<file path="config.mk">
export PLATFORM = sky130hd
export DESIGN_NAME = dram_page_ctl
export DESIGN_NICKNAME = d
export VERILOG_FILES = /design/src/hw/dram_ctl_pkg.sv /design/src/hw/dram_page_ctl.sv /design/src/hw/dram_refresh_timer.sv
export SDC_FILE = /design/constraint.sdc
export NUM_CORES = 1
export LEC_CHECK = 0
export BUFFER_PORTS_ARGS = -buffer_cell sky130_fd_sc_hd__buf_2
export CAP_MARGIN = 0
export CORE_UTILIZATION = 60
export CTS_CLUSTER_SIZE = 14
export DETAILED_ROUTE_END_ITERATION = 16
export MAX_ROUTING_LAYER = met4
export PLACE_DENSITY = 0.81
export SYNTH_ARGS = -nofsm -noshare
export SYNTH_HDL_FRONTEND = slang
export SYNTH_SLANG_ARGS = --single-unit
</file>
<file path="constraint.sdc">
create_clock -name i_clk -period 2.9 [get_ports i_clk]
set_clock_uncertainty 0.15 [all_clocks]
set_input_delay 0.58 -clock i_clk [delete_from_list [all_inputs] [get_ports i_clk]]
set_output_delay 0.58 -clock i_clk [all_outputs]
set_load 0.02 [all_outputs]
</file>
<file path="src/hw/dram_ctl_pkg.sv">
package dram_ctl_pkg;

   // Clock and widths
   localparam int CLK_PERIOD_NS = 40;
   localparam int ROW_W = 8;
   localparam int COL_W = 9;
   localparam int ADDR_W = 17;
   localparam int DATA_W = 8;
   localparam int PIN_ADDR_W = 9;
   localparam int AGE_W = 3;
   localparam int CNT_W = 4;
   localparam int PWR_CNT_W = 16;
   localparam int REF_CNT_W = 10;

   // Device times in ns (power-up in us, refresh in ms), slowest speed grade
   localparam int T_ROW_ACTIVE_MIN_NS = 50;
   localparam int T_ROW_PRECHARGE_NS = 30;
   localparam int T_COL_PRECHARGE_NS = 7;
   localparam int T_GATE_ACCESS_NS = 14;
   localparam int T_ROW_ACCESS_NS = 50;
   localparam int T_COL_ADDR_ACCESS_NS = 24;
   localparam int T_COL_STROBE_ACCESS_NS = 14;
   localparam int T_COL_PRECHARGE_ACCESS_NS = 27;
   localparam int T_GATE_TO_DATA_NS = 8;
   localparam int T_INPUT_DATA_SETUP_NS = 0;
   localparam int T_CAS_PULSE_NS = 9;
   localparam int T_WRITE_PULSE_NS = 7;
   localparam int T_POWERUP_US = 200;
   localparam int T_REFRESH_MS = 8;
   localparam int REFRESH_ROWS = 256;
   localparam int INIT_CYCLES = 8;

   // Least time: round up, never below one cycle
   function automatic int min_cycles(int ns);
      int c;
      c = (ns + CLK_PERIOD_NS - 1) / CLK_PERIOD_NS;
      return (c < 1) ? 1 : c;
   endfunction

   // Longest time: round down, never below one cycle
   function automatic int max_cycles(int ns);
      int c;
      c = ns / CLK_PERIOD_NS;
      return (c < 1) ? 1 : c;
   endfunction

   localparam int ROW_ACTIVE_MIN_CYC = min_cycles(T_ROW_ACTIVE_MIN_NS);
   localparam int ROW_PRECHARGE_CYC = min_cycles(T_ROW_PRECHARGE_NS);
   localparam int COL_PRECHARGE_CYC = min_cycles(T_COL_PRECHARGE_NS);
   localparam int GATE_ACCESS_CYC = min_cycles(T_GATE_ACCESS_NS);
   localparam int ROW_ACCESS_CYC = min_cycles(T_ROW_ACCESS_NS);
   localparam int COL_ADDR_ACCESS_CYC = min_cycles(T_COL_ADDR_ACCESS_NS);
   localparam int COL_STROBE_ACCESS_CYC = min_cycles(T_COL_STROBE_ACCESS_NS);
   localparam int COL_PRECHARGE_ACCESS_CYC = min_cycles(T_COL_PRECHARGE_ACCESS_NS);
   localparam int GATE_TO_DATA_CYC = min_cycles(T_GATE_TO_DATA_NS);
   localparam int INPUT_DATA_SETUP_CYC = min_cycles(T_INPUT_DATA_SETUP_NS);
   localparam int CAS_PULSE_CYC = min_cycles(T_CAS_PULSE_NS);
   localparam int WRITE_PULSE_CYC = min_cycles(T_WRITE_PULSE_NS);
   localparam int POWERUP_CYC = min_cycles(T_POWERUP_US * 1000);
   localparam int REFRESH_GAP_CYC = max_cycles(T_REFRESH_MS * 1000000 / REFRESH_ROWS);

   typedef enum logic [1:0] {
      CMD_READ,
      CMD_WRITE,
      CMD_LATE_WRITE,
      CMD_RMW
   } cmd_t;

   typedef struct packed {
      cmd_t cmd;
      logic keep_open;
      logic [ADDR_W-1:0] addr;
      logic [DATA_W-1:0] wdata;
   } req_t;

   typedef struct packed {
      logic ras_n;
      logic cas_n;
      logic we_n;
      logic oe_n;
      logic [PIN_ADDR_W-1:0] addr;
      logic [DATA_W-1:0] dq_out;
      logic dq_oe;
   } pins_t;

   localparam pins_t PINS_RESET = '{ras_n: 1'b1, cas_n: 1'b1, we_n: 1'b1, oe_n: 1'b1,
                                    addr: 9'h000, dq_out: 8'h00, dq_oe: 1'b0};

endpackage

</file>
<file path="src/hw/dram_page_ctl.sv">
// Behaviour
// - Row strobe fall starts every read and write cycle
// - Keep row strobe low for row-active minimum
// - Row 8 bits first, then 9-bit column
// - Write line high throughout means read
// - Data valid by later write/column fall
// - Late write: gate high, wait gate-to-data
// - Issue 256 refreshes every 8 ms
// - Column low before row starts refresh
// - Page mode: row held, columns repeated
// - Wait 200 us, then eight row cycles
`timescale 1ns/10ps
`default_nettype none
module dram_page_ctl
   import dram_ctl_pkg::*;
#(
   parameter int POWERUP_WAIT = POWERUP_CYC
) (
   input wire logic i_clk,
   input wire logic i_reset_n,
   input wire logic i_req_valid,
   input wire req_t i_req,
   output logic o_req_ready,
   output logic [DATA_W-1:0] o_rdata,
   output logic o_rdata_valid,
   output logic o_init_done,
   output pins_t o_dram,
   input wire logic [DATA_W-1:0] i_dq
);

   typedef enum logic [3:0] {
      S_IDLE,
      S_RAS,
      S_ROW,
      S_COL,
      S_CAS,
      S_OEOFF,
      S_LWDATA,
      S_LWE,
      S_END,
      S_PAGE,
      S_PRE,
      S_CBR_CAS,
      S_CBR_RAS
   } state_t;

   state_t state_r, state_nxt;
   pins_t pins_r, pins_nxt;
   req_t req_r, req_nxt;
   logic have_req_r, have_req_nxt;
   logic ready_r, ready_nxt;
   logic ref_pend_r, ref_pend_nxt;
   logic [CNT_W-1:0] init_cnt_r, init_cnt_nxt;
   logic init_done_r, init_done_nxt;
   logic [DATA_W-1:0] rdata_r, rdata_nxt;
   logic rvalid_r, rvalid_nxt;
   logic [CNT_W-1:0] cnt_r, cnt_nxt;
   logic page_r, page_nxt;
   logic col_load;
   logic [AGE_W-1:0] ras_age_r, ras_age_nxt;
   logic [AGE_W-1:0] cas_age_r, cas_age_nxt;
   logic [AGE_W-1:0] col_age_r, col_age_nxt;
   logic [AGE_W-1:0] oe_age_r, oe_age_nxt;
   logic [AGE_W-1:0] pre_age_r, pre_age_nxt;
   logic power_done;
   logic refresh_tick;
   logic data_ok;
   logic take;

   dram_refresh_timer #(
      .POWERUP_WAIT(POWERUP_WAIT)
   ) u_timer (
      .i_clk(i_clk),
      .i_reset_n(i_reset_n),
      .o_power_done(power_done),
      .o_refresh_tick(refresh_tick)
   );

   // True once n cycles have passed since the age counter was cleared
   function automatic logic waited(logic [AGE_W-1:0] age, int n);
      return (int'(age) + 1 >= n);
   endfunction

   function automatic logic [AGE_W-1:0] age_step(logic [AGE_W-1:0] age, logic clr);
      if (clr) begin
         return '0;
      end
      return (&age) ? age : age + 1'b1;
   endfunction

   function automatic logic [PIN_ADDR_W-1:0] row_of(req_t r);
      return {1'b0, r.addr[ADDR_W-1:COL_W]};
   endfunction

   // Column phase pins: gate, write line and data chosen per command
   function automatic pins_t col_pins(pins_t p, req_t r);
      pins_t q;
      q = p;
      q.addr = r.addr[COL_W-1:0];
      q.we_n = (r.cmd == CMD_WRITE) ? 1'b0 : 1'b1;
      q.oe_n = (r.cmd == CMD_READ || r.cmd == CMD_RMW) ? 1'b0 : 1'b1;
      q.dq_oe = (r.cmd == CMD_WRITE);
      q.dq_out = r.wdata;
      return q;
   endfunction

   // Read data usable only when every access delay has run out
   assign data_ok = waited(ras_age_r, ROW_ACCESS_CYC)
                    && waited(cas_age_r, COL_STROBE_ACCESS_CYC)
                    && waited(col_age_r, COL_ADDR_ACCESS_CYC)
                    && waited(oe_age_r, GATE_ACCESS_CYC)
                    && (!page_r || waited(pre_age_r, COL_PRECHARGE_ACCESS_CYC));
   assign take = i_req_valid && ready_r;

   // Main sequencer; pins_nxt is what the pins show in the next state
   always_comb begin
      state_nxt = state_r;
      pins_nxt = pins_r;
      req_nxt = req_r;
      have_req_nxt = have_req_r;
      ref_pend_nxt = ref_pend_r;
      init_cnt_nxt = init_cnt_r;
      init_done_nxt = init_done_r;
      rdata_nxt = rdata_r;
      rvalid_nxt = 1'b0;
      cnt_nxt = cnt_r;
      page_nxt = page_r;
      col_load = 1'b0;
      unique case (state_r)
         S_IDLE: begin
            if (take) begin
               req_nxt = i_req;
               pins_nxt.addr = row_of(i_req);
               state_nxt = S_RAS;
            end else if (power_done && (ref_pend_r || !init_done_r)) begin
               pins_nxt.cas_n = 1'b0;
               pins_nxt.dq_oe = 1'b0;
               state_nxt = S_CBR_CAS;
            end
         end
         S_RAS: begin
            pins_nxt.ras_n = 1'b0;
            page_nxt = 1'b0;
            state_nxt = S_ROW;
         end
         S_ROW: begin
            pins_nxt = col_pins(pins_r, req_r);
            col_load = 1'b1;
            state_nxt = S_COL;
         end
         S_COL: begin
            pins_nxt.cas_n = 1'b0;
            state_nxt = S_CAS;
         end
         S_CAS: begin
            unique case (req_r.cmd)
               CMD_READ, CMD_RMW: begin
                  if (data_ok) begin
                     rdata_nxt = i_dq;
                     rvalid_nxt = 1'b1;
                     pins_nxt.oe_n = 1'b1;
                     cnt_nxt = '0;
                     if (req_r.cmd == CMD_READ) begin
                        pins_nxt.cas_n = 1'b1;
                        state_nxt = S_END;
                     end else begin
                        state_nxt = S_OEOFF;
                     end
                  end
               end
               CMD_LATE_WRITE: begin
                  cnt_nxt = '0;
                  state_nxt = S_OEOFF;
               end
               CMD_WRITE: begin
                  if (waited(cas_age_r, CAS_PULSE_CYC)) begin
                     pins_nxt.cas_n = 1'b1;
                     pins_nxt.we_n = 1'b1;
                     state_nxt = S_END;
                  end
               end
            endcase
         end
         S_OEOFF: begin
            // Drivers must be off before data goes out on the shared pins
            if (32'(cnt_r) + 1 >= GATE_TO_DATA_CYC) begin
               pins_nxt.dq_oe = 1'b1;
               pins_nxt.dq_out = req_r.wdata;
               state_nxt = S_LWDATA;
            end else begin
               cnt_nxt = cnt_r + 1'b1;
            end
         end
         S_LWDATA: begin
            if (32'(cnt_r) + 1 >= INPUT_DATA_SETUP_CYC) begin
               pins_nxt.we_n = 1'b0;
               cnt_nxt = '0;
               state_nxt = S_LWE;
            end else begin
               cnt_nxt = cnt_r + 1'b1;
            end
         end
         S_LWE: begin
            if (32'(cnt_r) + 1 >= WRITE_PULSE_CYC) begin
               pins_nxt.cas_n = 1'b1;
               pins_nxt.we_n = 1'b1;
               state_nxt = S_END;
            end else begin
               cnt_nxt = cnt_r + 1'b1;
            end
         end
         S_END: begin
            // Data held one cycle past the strobes for hold time
            pins_nxt.dq_oe = 1'b0;
            if (req_r.keep_open && !ref_pend_r) begin
               state_nxt = S_PAGE;
            end else if (waited(ras_age_r, ROW_ACTIVE_MIN_CYC)) begin
               pins_nxt.ras_n = 1'b1;
               cnt_nxt = '0;
               state_nxt = S_PRE;
            end
         end
         S_PAGE: begin
            if (take && row_of(i_req) == row_of(req_r)) begin
               req_nxt = i_req;
               pins_nxt = col_pins(pins_r, i_req);
               col_load = 1'b1;
               page_nxt = 1'b1;
               state_nxt = S_COL;
            end else if (take || ref_pend_r) begin
               // Other row or refresh due: close, serve any taken request later
               req_nxt = take ? i_req : req_r;
               have_req_nxt = take;
               if (waited(ras_age_r, ROW_ACTIVE_MIN_CYC)) begin
                  pins_nxt.ras_n = 1'b1;
                  cnt_nxt = '0;
                  state_nxt = S_PRE;
               end else begin
                  state_nxt = S_END;
               end
            end
         end
         S_PRE: begin
            if (32'(cnt_r) + 1 >= ROW_PRECHARGE_CYC
                && 32'(cnt_r) + 1 >= COL_PRECHARGE_CYC) begin
               if (have_req_r) begin
                  have_req_nxt = 1'b0;
                  pins_nxt.addr = row_of(req_r);
                  state_nxt = S_RAS;
               end else begin
                  state_nxt = S_IDLE;
               end
            end else begin
               cnt_nxt = cnt_r + 1'b1;
            end
         end
         S_CBR_CAS: begin
            pins_nxt.ras_n = 1'b0;
            state_nxt = S_CBR_RAS;
         end
         S_CBR_RAS: begin
            if (waited(ras_age_r, ROW_ACTIVE_MIN_CYC)) begin
               pins_nxt.ras_n = 1'b1;
               pins_nxt.cas_n = 1'b1;
               ref_pend_nxt = 1'b0;
               cnt_nxt = '0;
               if (!init_done_r) begin
                  init_cnt_nxt = init_cnt_r + 1'b1;
                  init_done_nxt = (32'(init_cnt_r) + 1 >= INIT_CYCLES);
               end
               state_nxt = S_PRE;
            end
         end
      endcase
      // A tick in the clearing cycle is kept
      if (refresh_tick && init_done_r) begin
         ref_pend_nxt = 1'b1;
      end
      ready_nxt = (state_nxt == S_IDLE && init_done_nxt && !ref_pend_nxt && !have_req_nxt)
                  || (state_nxt == S_PAGE && !ref_pend_nxt && !have_req_nxt);
   end

   always_ff @(posedge i_clk or negedge i_reset_n) begin
      if (!i_reset_n) begin
         state_r <= S_IDLE;
         pins_r <= PINS_RESET;
         req_r <= '0;
         have_req_r <= 1'b0;
         ready_r <= 1'b0;
         ref_pend_r <= 1'b0;
         init_cnt_r <= '0;
         init_done_r <= 1'b0;
         rdata_r <= '0;
         rvalid_r <= 1'b0;
         cnt_r <= '0;
         page_r <= 1'b0;
      end else begin
         state_r <= state_nxt;
         pins_r <= pins_nxt;
         req_r <= req_nxt;
         have_req_r <= have_req_nxt;
         ready_r <= ready_nxt;
         ref_pend_r <= ref_pend_nxt;
         init_cnt_r <= init_cnt_nxt;
         init_done_r <= init_done_nxt;
         rdata_r <= rdata_nxt;
         rvalid_r <= rvalid_nxt;
         cnt_r <= cnt_nxt;
         page_r <= page_nxt;
      end
   end

   // Edge ages of the strobes, measured from the registered pins
   always_comb begin
      ras_age_nxt = age_step(ras_age_r, pins_r.ras_n && !pins_nxt.ras_n);
      cas_age_nxt = age_step(cas_age_r, pins_r.cas_n && !pins_nxt.cas_n);
      pre_age_nxt = age_step(pre_age_r, !pins_r.cas_n && pins_nxt.cas_n);
      oe_age_nxt = age_step(oe_age_r, pins_r.oe_n && !pins_nxt.oe_n);
      col_age_nxt = age_step(col_age_r, col_load);
   end

   always_ff @(posedge i_clk or negedge i_reset_n) begin
      if (!i_reset_n) begin
         ras_age_r <= '1;
         cas_age_r <= '1;
         pre_age_r <= '1;
         oe_age_r <= '1;
         col_age_r <= '1;
      end else begin
         ras_age_r <= ras_age_nxt;
         cas_age_r <= cas_age_nxt;
         pre_age_r <= pre_age_nxt;
         oe_age_r <= oe_age_nxt;
         col_age_r <= col_age_nxt;
      end
   end

   assign o_dram = pins_r;
   assign o_req_ready = ready_r;
   assign o_rdata = rdata_r;
   assign o_rdata_valid = rvalid_r;
   assign o_init_done = init_done_r;

endmodule // dram_page_ctl
`default_nettype wire

</file>
<file path="src/hw/dram_refresh_timer.sv">
`timescale 1ns/10ps
`default_nettype none
module dram_refresh_timer
   import dram_ctl_pkg::*;
#(
   parameter int POWERUP_WAIT = POWERUP_CYC
) (
   input wire logic i_clk,
   input wire logic i_reset_n,
   output logic o_power_done,
   output logic o_refresh_tick
);

   logic [PWR_CNT_W-1:0] pwr_cnt_r, pwr_cnt_nxt;
   logic [REF_CNT_W-1:0] ref_cnt_r, ref_cnt_nxt;
   logic done_r, done_nxt;
   logic tick_r, tick_nxt;

   // Power-up pause first, then one refresh slot per gap
   always_comb begin
      pwr_cnt_nxt = pwr_cnt_r;
      ref_cnt_nxt = ref_cnt_r;
      done_nxt = done_r;
      tick_nxt = 1'b0;
      if (!done_r) begin
         if (32'(pwr_cnt_r) + 1 >= POWERUP_WAIT) begin
            done_nxt = 1'b1;
         end else begin
            pwr_cnt_nxt = pwr_cnt_r + 1'b1;
         end
      end else if (32'(ref_cnt_r) + 1 >= REFRESH_GAP_CYC) begin
         ref_cnt_nxt = '0;
         tick_nxt = 1'b1;
      end else begin
         ref_cnt_nxt = ref_cnt_r + 1'b1;
      end
   end

   always_ff @(posedge i_clk or negedge i_reset_n) begin
      if (!i_reset_n) begin
         pwr_cnt_r <= '0;
         ref_cnt_r <= '0;
         done_r <= 1'b0;
         tick_r <= 1'b0;
      end else begin
         pwr_cnt_r <= pwr_cnt_nxt;
         ref_cnt_r <= ref_cnt_nxt;
         done_r <= done_nxt;
         tick_r <= tick_nxt;
      end
   end

   assign o_power_done = done_r;
   assign o_refresh_tick = tick_r;

endmodule // dram_refresh_timer
`default_nettype wire

</file>
# After elaboration in Yosys (flattened, before gate mapping)
# Index checks and enable logic that the tools add are counted.
# word_totals
ff_bits,119
in_bits,39
out_inout_bits,33
word_cells,271
# op_classes
add_sub_neg,18
order_cmp,9
eq_ne,42
n_mux,106
bitwise,3
n_reduce_logical,63
# ops
cell,n
2-to-1 mux 28 bit,3
2-to-1 mux 4 bit,20
case mux 28 bit (2 select lines),1
case mux 4 bit (13 select lines),1
2-to-1 mux 3 bit,15
2-to-1 mux 1 bit,42
"!= test 2 bit, second input constant",20
2-to-1 mux 9 bit,4
case mux 9 bit (4 select lines),1
">= comparator 32 x 10 -> 1 bit, second input constant",1
">= comparator 32 x 13 -> 1 bit, second input constant",1
"== test 4 bit, second input constant",6
case mux 4 bit (6 select lines),1
case mux 8 bit (3 select lines),1
AND reduction 3 bit,8
"adder 3 x 1 -> 4 bit, second input constant",5
2-to-1 mux 20 bit,1
logical AND 1 bit,18
"adder 16 x 1 -> 17 bit, second input constant",1
"adder 16 x 1 -> 16 bit, second input constant",1
"== test 4 x 3 -> 1 bit, second input constant",4
">= comparator 4 x 1 -> 1 bit, second input constant",4
"adder 3 x 1 -> 3 bit, second input constant",5
case mux 4 bit (3 select lines),1
38 further kinds,76

# Logic depth before layout (Yosys ltp)
# depth
ltp_word,14
ltp_mapped,10

# Modules after synthesis
# Synthesis repeated with hierarchy kept, for this count alone.
# hier_totals
hier_cells,707
area_unflattened_um2,6809.0
# by_module_without_submodules
module,n_inst,cells_per_inst,area_per_inst_um2
dram_page_ctl,1,524,5057.4
dram_refresh_timer,1,183,1751.7

# Worst setup path after synthesis
# Ideal clock, no wire load.
# synth_timing
path_kind,register to register
start,register cnt_r[0]
end,"register ready_r, in the netlist o_req_ready"
setup_time_ns,0.087
arrival_ns,2.351
required_time_ns,2.663
setup_slack_ns,0.312
stages_incl_launch_ff,10
n_path_buf,0
period_less_slack_ns,2.588
cell_sequence,dfrtp_1 > inv_1 > ha_1 > or4b_4 > a21oi_2 > o221a_2 > a211o_1 > a21oi_2 > or3_1 > a211oi_2
# synth_via
elab_chain_len,9
elab_cells_between_ends,18
classes_between,add/sub (1); order compare (1); eq/ne (1); mux (7); reduce/logical (8)
# synth_lines
element,line,rtl
from (decl),dram_page_ctl.sv:57,"logic [CNT_W-1:0] cnt_r, cnt_nxt;"
from (signal assigned),dram_page_ctl.sv:308,cnt_r <= cnt_nxt;
adder 4 x 1 -> 5 bit *,n/a,
>= comparator 5 x 1 -> 1 bit *,n/a,
2-to-1 mux 4 bit (on tied branches),n/a,
case mux 4 bit (13 select lines),dram_page_ctl.sv:129,unique case (state_r)
logical NOT 4 bit,dram_page_ctl.sv:279,ready_nxt = (state_nxt == S_IDLE && init_done_nxt && !ref_pend_nxt && !have_req_nxt)
logical AND 1 bit (3 in a row),dram_page_ctl.sv:279,
logical OR 1 bit *,dram_page_ctl.sv:280,|| (state_nxt == S_PAGE && !ref_pend_nxt && !have_req_nxt);
named net ready_nxt,dram_page_ctl.sv:51,"logic ready_r, ready_nxt;"
to (signal assigned),dram_page_ctl.sv:302,ready_r <= ready_nxt;
to (decl),dram_page_ctl.sv:51,
# Mark *: on every way through the listed nets, which the timed path passes. The rest lies on a longest branch.
# A chain may end at the register's enable or synchronous reset.

# Final worst setup path
# layout_timing
start,register cnt_r[0]
end,"register ready_r, in the netlist o_req_ready"
# layout_via
elab_chain_len,9
elab_cells_between_ends,18
classes_between,add/sub (1); order compare (1); eq/ne (1); mux (7); reduce/logical (8)
# layout_lines
element,line,rtl
adder 4 x 1 -> 5 bit *,n/a,
>= comparator 5 x 1 -> 1 bit *,n/a,
2-to-1 mux 4 bit (on tied branches),n/a,
case mux 4 bit (13 select lines) *,dram_page_ctl.sv:129,
named net state_nxt[1],dram_page_ctl.sv:47,"state_t state_r, state_nxt;"
logical NOT 4 bit,dram_page_ctl.sv:279,
logical AND 1 bit (3 in a row),dram_page_ctl.sv:279,
logical OR 1 bit *,dram_page_ctl.sv:280,
named net ready_nxt,dram_page_ctl.sv:51,
# Marked as above.

==> out/metrics.yaml <==
status: "completed"
viasPerCell: 6.04
drt_iter0_markers: 568
post_cts_buffers: 0
syn_area_um2: 6920
clk_path_buf_depth: 2
cts-root-buf: "clkbuf_16"
yosysUniqueCellTypes: 75
rsz0062_at_grt: "false"
register_area_um2: 3000
routedWlPerCell_um: 17.0
worstSkewPairLatency_ns: 0.42
holdWs_ns: 0.205
r2r_start: "cnt_r[0]"
crit_start: "cnt_r[0]"
syn2layout_area_growth_pct: 18.6
gr-total-overflow: 0
syn_avg_cell_area_um2: 9.34
max-slew-margin-rel_pct: 58.0
grt_start_max_net_pins: 54
synth_edf_count: 0
synth_top_family_by_area: "simple AND/OR/NAND/NOR gates"
drive_gt1_share_pct: 24.1
synth_compound_area_share_pct: 14.9
dp_hpwl_um: 11700
vdd_drop_max_mv: 0.623
synthAdderAreaFrac_pct: 5.06
dp_cells: 942
worstHoldStart: "i_dq[7]"
final_cells: 975
first_global_vias: 5733
hp-class: "in2reg"
clock-sinks: 119
drt-total-wl_um: 16600
fp-row-count: 38
die_area_um2: 12000
setup_viol_count_final: 0
final_common_cell: "dfrtp_1"
crit_path_max_fanout: 3
initial_core_util_pct: 62.7
core_um2: 11000
n_fill_cell: 819
cp.required_ns: 3.09
cts_tree: "done"
synth_xor_area_share_pct: 3.80
maxSlewViolCount: 0
io_buffer_count: 71
power_uw: 4110
ff2ff_setup_slack_ns: 0.17
cts_max_level: 4
vias: 5893
ys.flop_type: "dfrtp_1"
ys_seq_elements: 119
startpoint_type: "flip-flop"
syn_nets: 808
nets: 889
worst_pin_slew_ns: 0.625
leakagePower_uw: 0.00398
final.setup.tns_ns: 0
p_per_area_nw_per_um2: 500
period_share_pct: 94.2
min_period_ns: 2.73
synth_simple_gate_area_share_pct: 21.7
muxShareOfSynthArea_pct: 7.05
fmax_mhz: 366
end_kind: "flip-flop"
finalHoldViolCount: 0
antenna_cells: 0
die_w_um: 109
drt-pass1-iter-count: 7
grt_pass1_wl_um: 26500
crit_type: "reg2reg"
final_cell_mix: "100 x dfrtp_1, 87 x nand2_1, 70 x buf_2, 68 x nor2_1"
grtUsageTotal_pct: 29.9
synthCells: 741
maxCapViolations: 0
grt_antenna_before_repair: 0
top_level_ports: 72
critPathArrivalTime_ns: 2.92
path_clk_slew_ns: 0.06
synthArstFlopShare_pct: 100
cts_made_buffers: 17
drtAntennaViolNets: 0
yosys_warnings: 0
ys_seq_area_share_pct: 43.4
drcViolationCount: 0
routabilityCongestion: 0.971
die_y_um: 109
multiInputGateArea_um2: 3650
## where the power goes
group | internal [µW] | switching, µW
clock network | 1640 | 723
registers | 1660 | 0
logic | 29.4 | 53.4
total | 3330 | 776
## cells by family (layout without fill, tap and decap cells)
logic type | Yosys count | in the layout
AO/OA/AOI/OAI | 152 | 152
flip-flops | 119 | 119
XOR/XNOR | 30 | 30
AND/OR/NAND/NOR | 297 | 297
adder cells (fa/ha/maj) | 28 | 28
multiplexers | 45 | 45
buffers and inverters | 70 | 164
## cells in the mapped netlist, types with 17 or more instances
| cell type | instances | area [µm²] |
|---|---|---|
| a31oi_1 | 17 | 106 |
| dfstp_2 | 19 | 499 |
| dfrtp_1 | 100 | 2500 |
| ha_1 | 28 | 350 |
| nand2_1 | 87 | 327 |
| nor2_1 | 68 | 255 |
| clkbuf_1 | 21 | 78.8 |
| mux2_2 | 30 | 338 |
| inv_1 | 30 | 113 |
| nand3_1 | 32 | 160 |
| o21ai_0 | 27 | 135 |
| a21oi_1 | 32 | 160 |
| and3_1 | 21 | 131 |
## worst max-delay path, cell delays in order (launching register included)
cell and delay (ns):
dfrtp_1 0.37, inv_1 0.07, ha_1 0.30, or4b_4 0.54, nor3b_1 0.20, a32o_1 0.16
a21oi_1 0.07, o32a_1 0.35, a211o_1 0.29, a211oi_2 0.15
## metal layers
layer	vias up	wire length, µm	track usage [%]
met4	0	398	12.6
met1	2869	6870	35.1
li1	2796	-	-
met5	-	0	-
met3	33	922	6.46
met2	195	8380	49.6
## path summary, 6_finish.rpt
kind / to / cells past startpoint
worst max register to register: o_req_ready / 9
max in group asynchronous: async pin / 3
worst min-delay path: o_rdata[7] / 3
worst max-delay path: o_req_ready / 9
min in group asynchronous: o_dram[8] / 2
worst min register to register: u_timer.pwr_cnt_r[15] / 0
## layout make-up
cell class              instances  share of cell area [%]
clock inverters                 7                    2.00
well taps                     140                    2.13
repair buffers                101                    7.28
flip-flops and latches        119                    36.6
clock buffers                  25                    6.16
inverters                      31                    1.42
multi-input cells             552                    44.5
## per-stage QoR
| step | utilization (%) | worst slack [ns] | instance area, µm² |
|---|---|---|---|
| floorplan | - | 0.312 | 6920 |
| global placement | 68.1 | 0.260 | 7510 |
| detailed placement | 68.1 | 0.146 | 7510 |
| CTS | 74.3 | 0.146 | 8190 |
| global route | 74.4 | 0.00961 | 8210 |
| finish | 74.4 | 0.167 | 8210 |
## what timing repair did
action | CTS | global route
endpoints found under the hold margin | 29 | 0
hold buffers | 1 | 0
endpoints found under the setup margin | 0 | 4
resized for setup | 0 | 5
(Power assumes the default switching activity.)
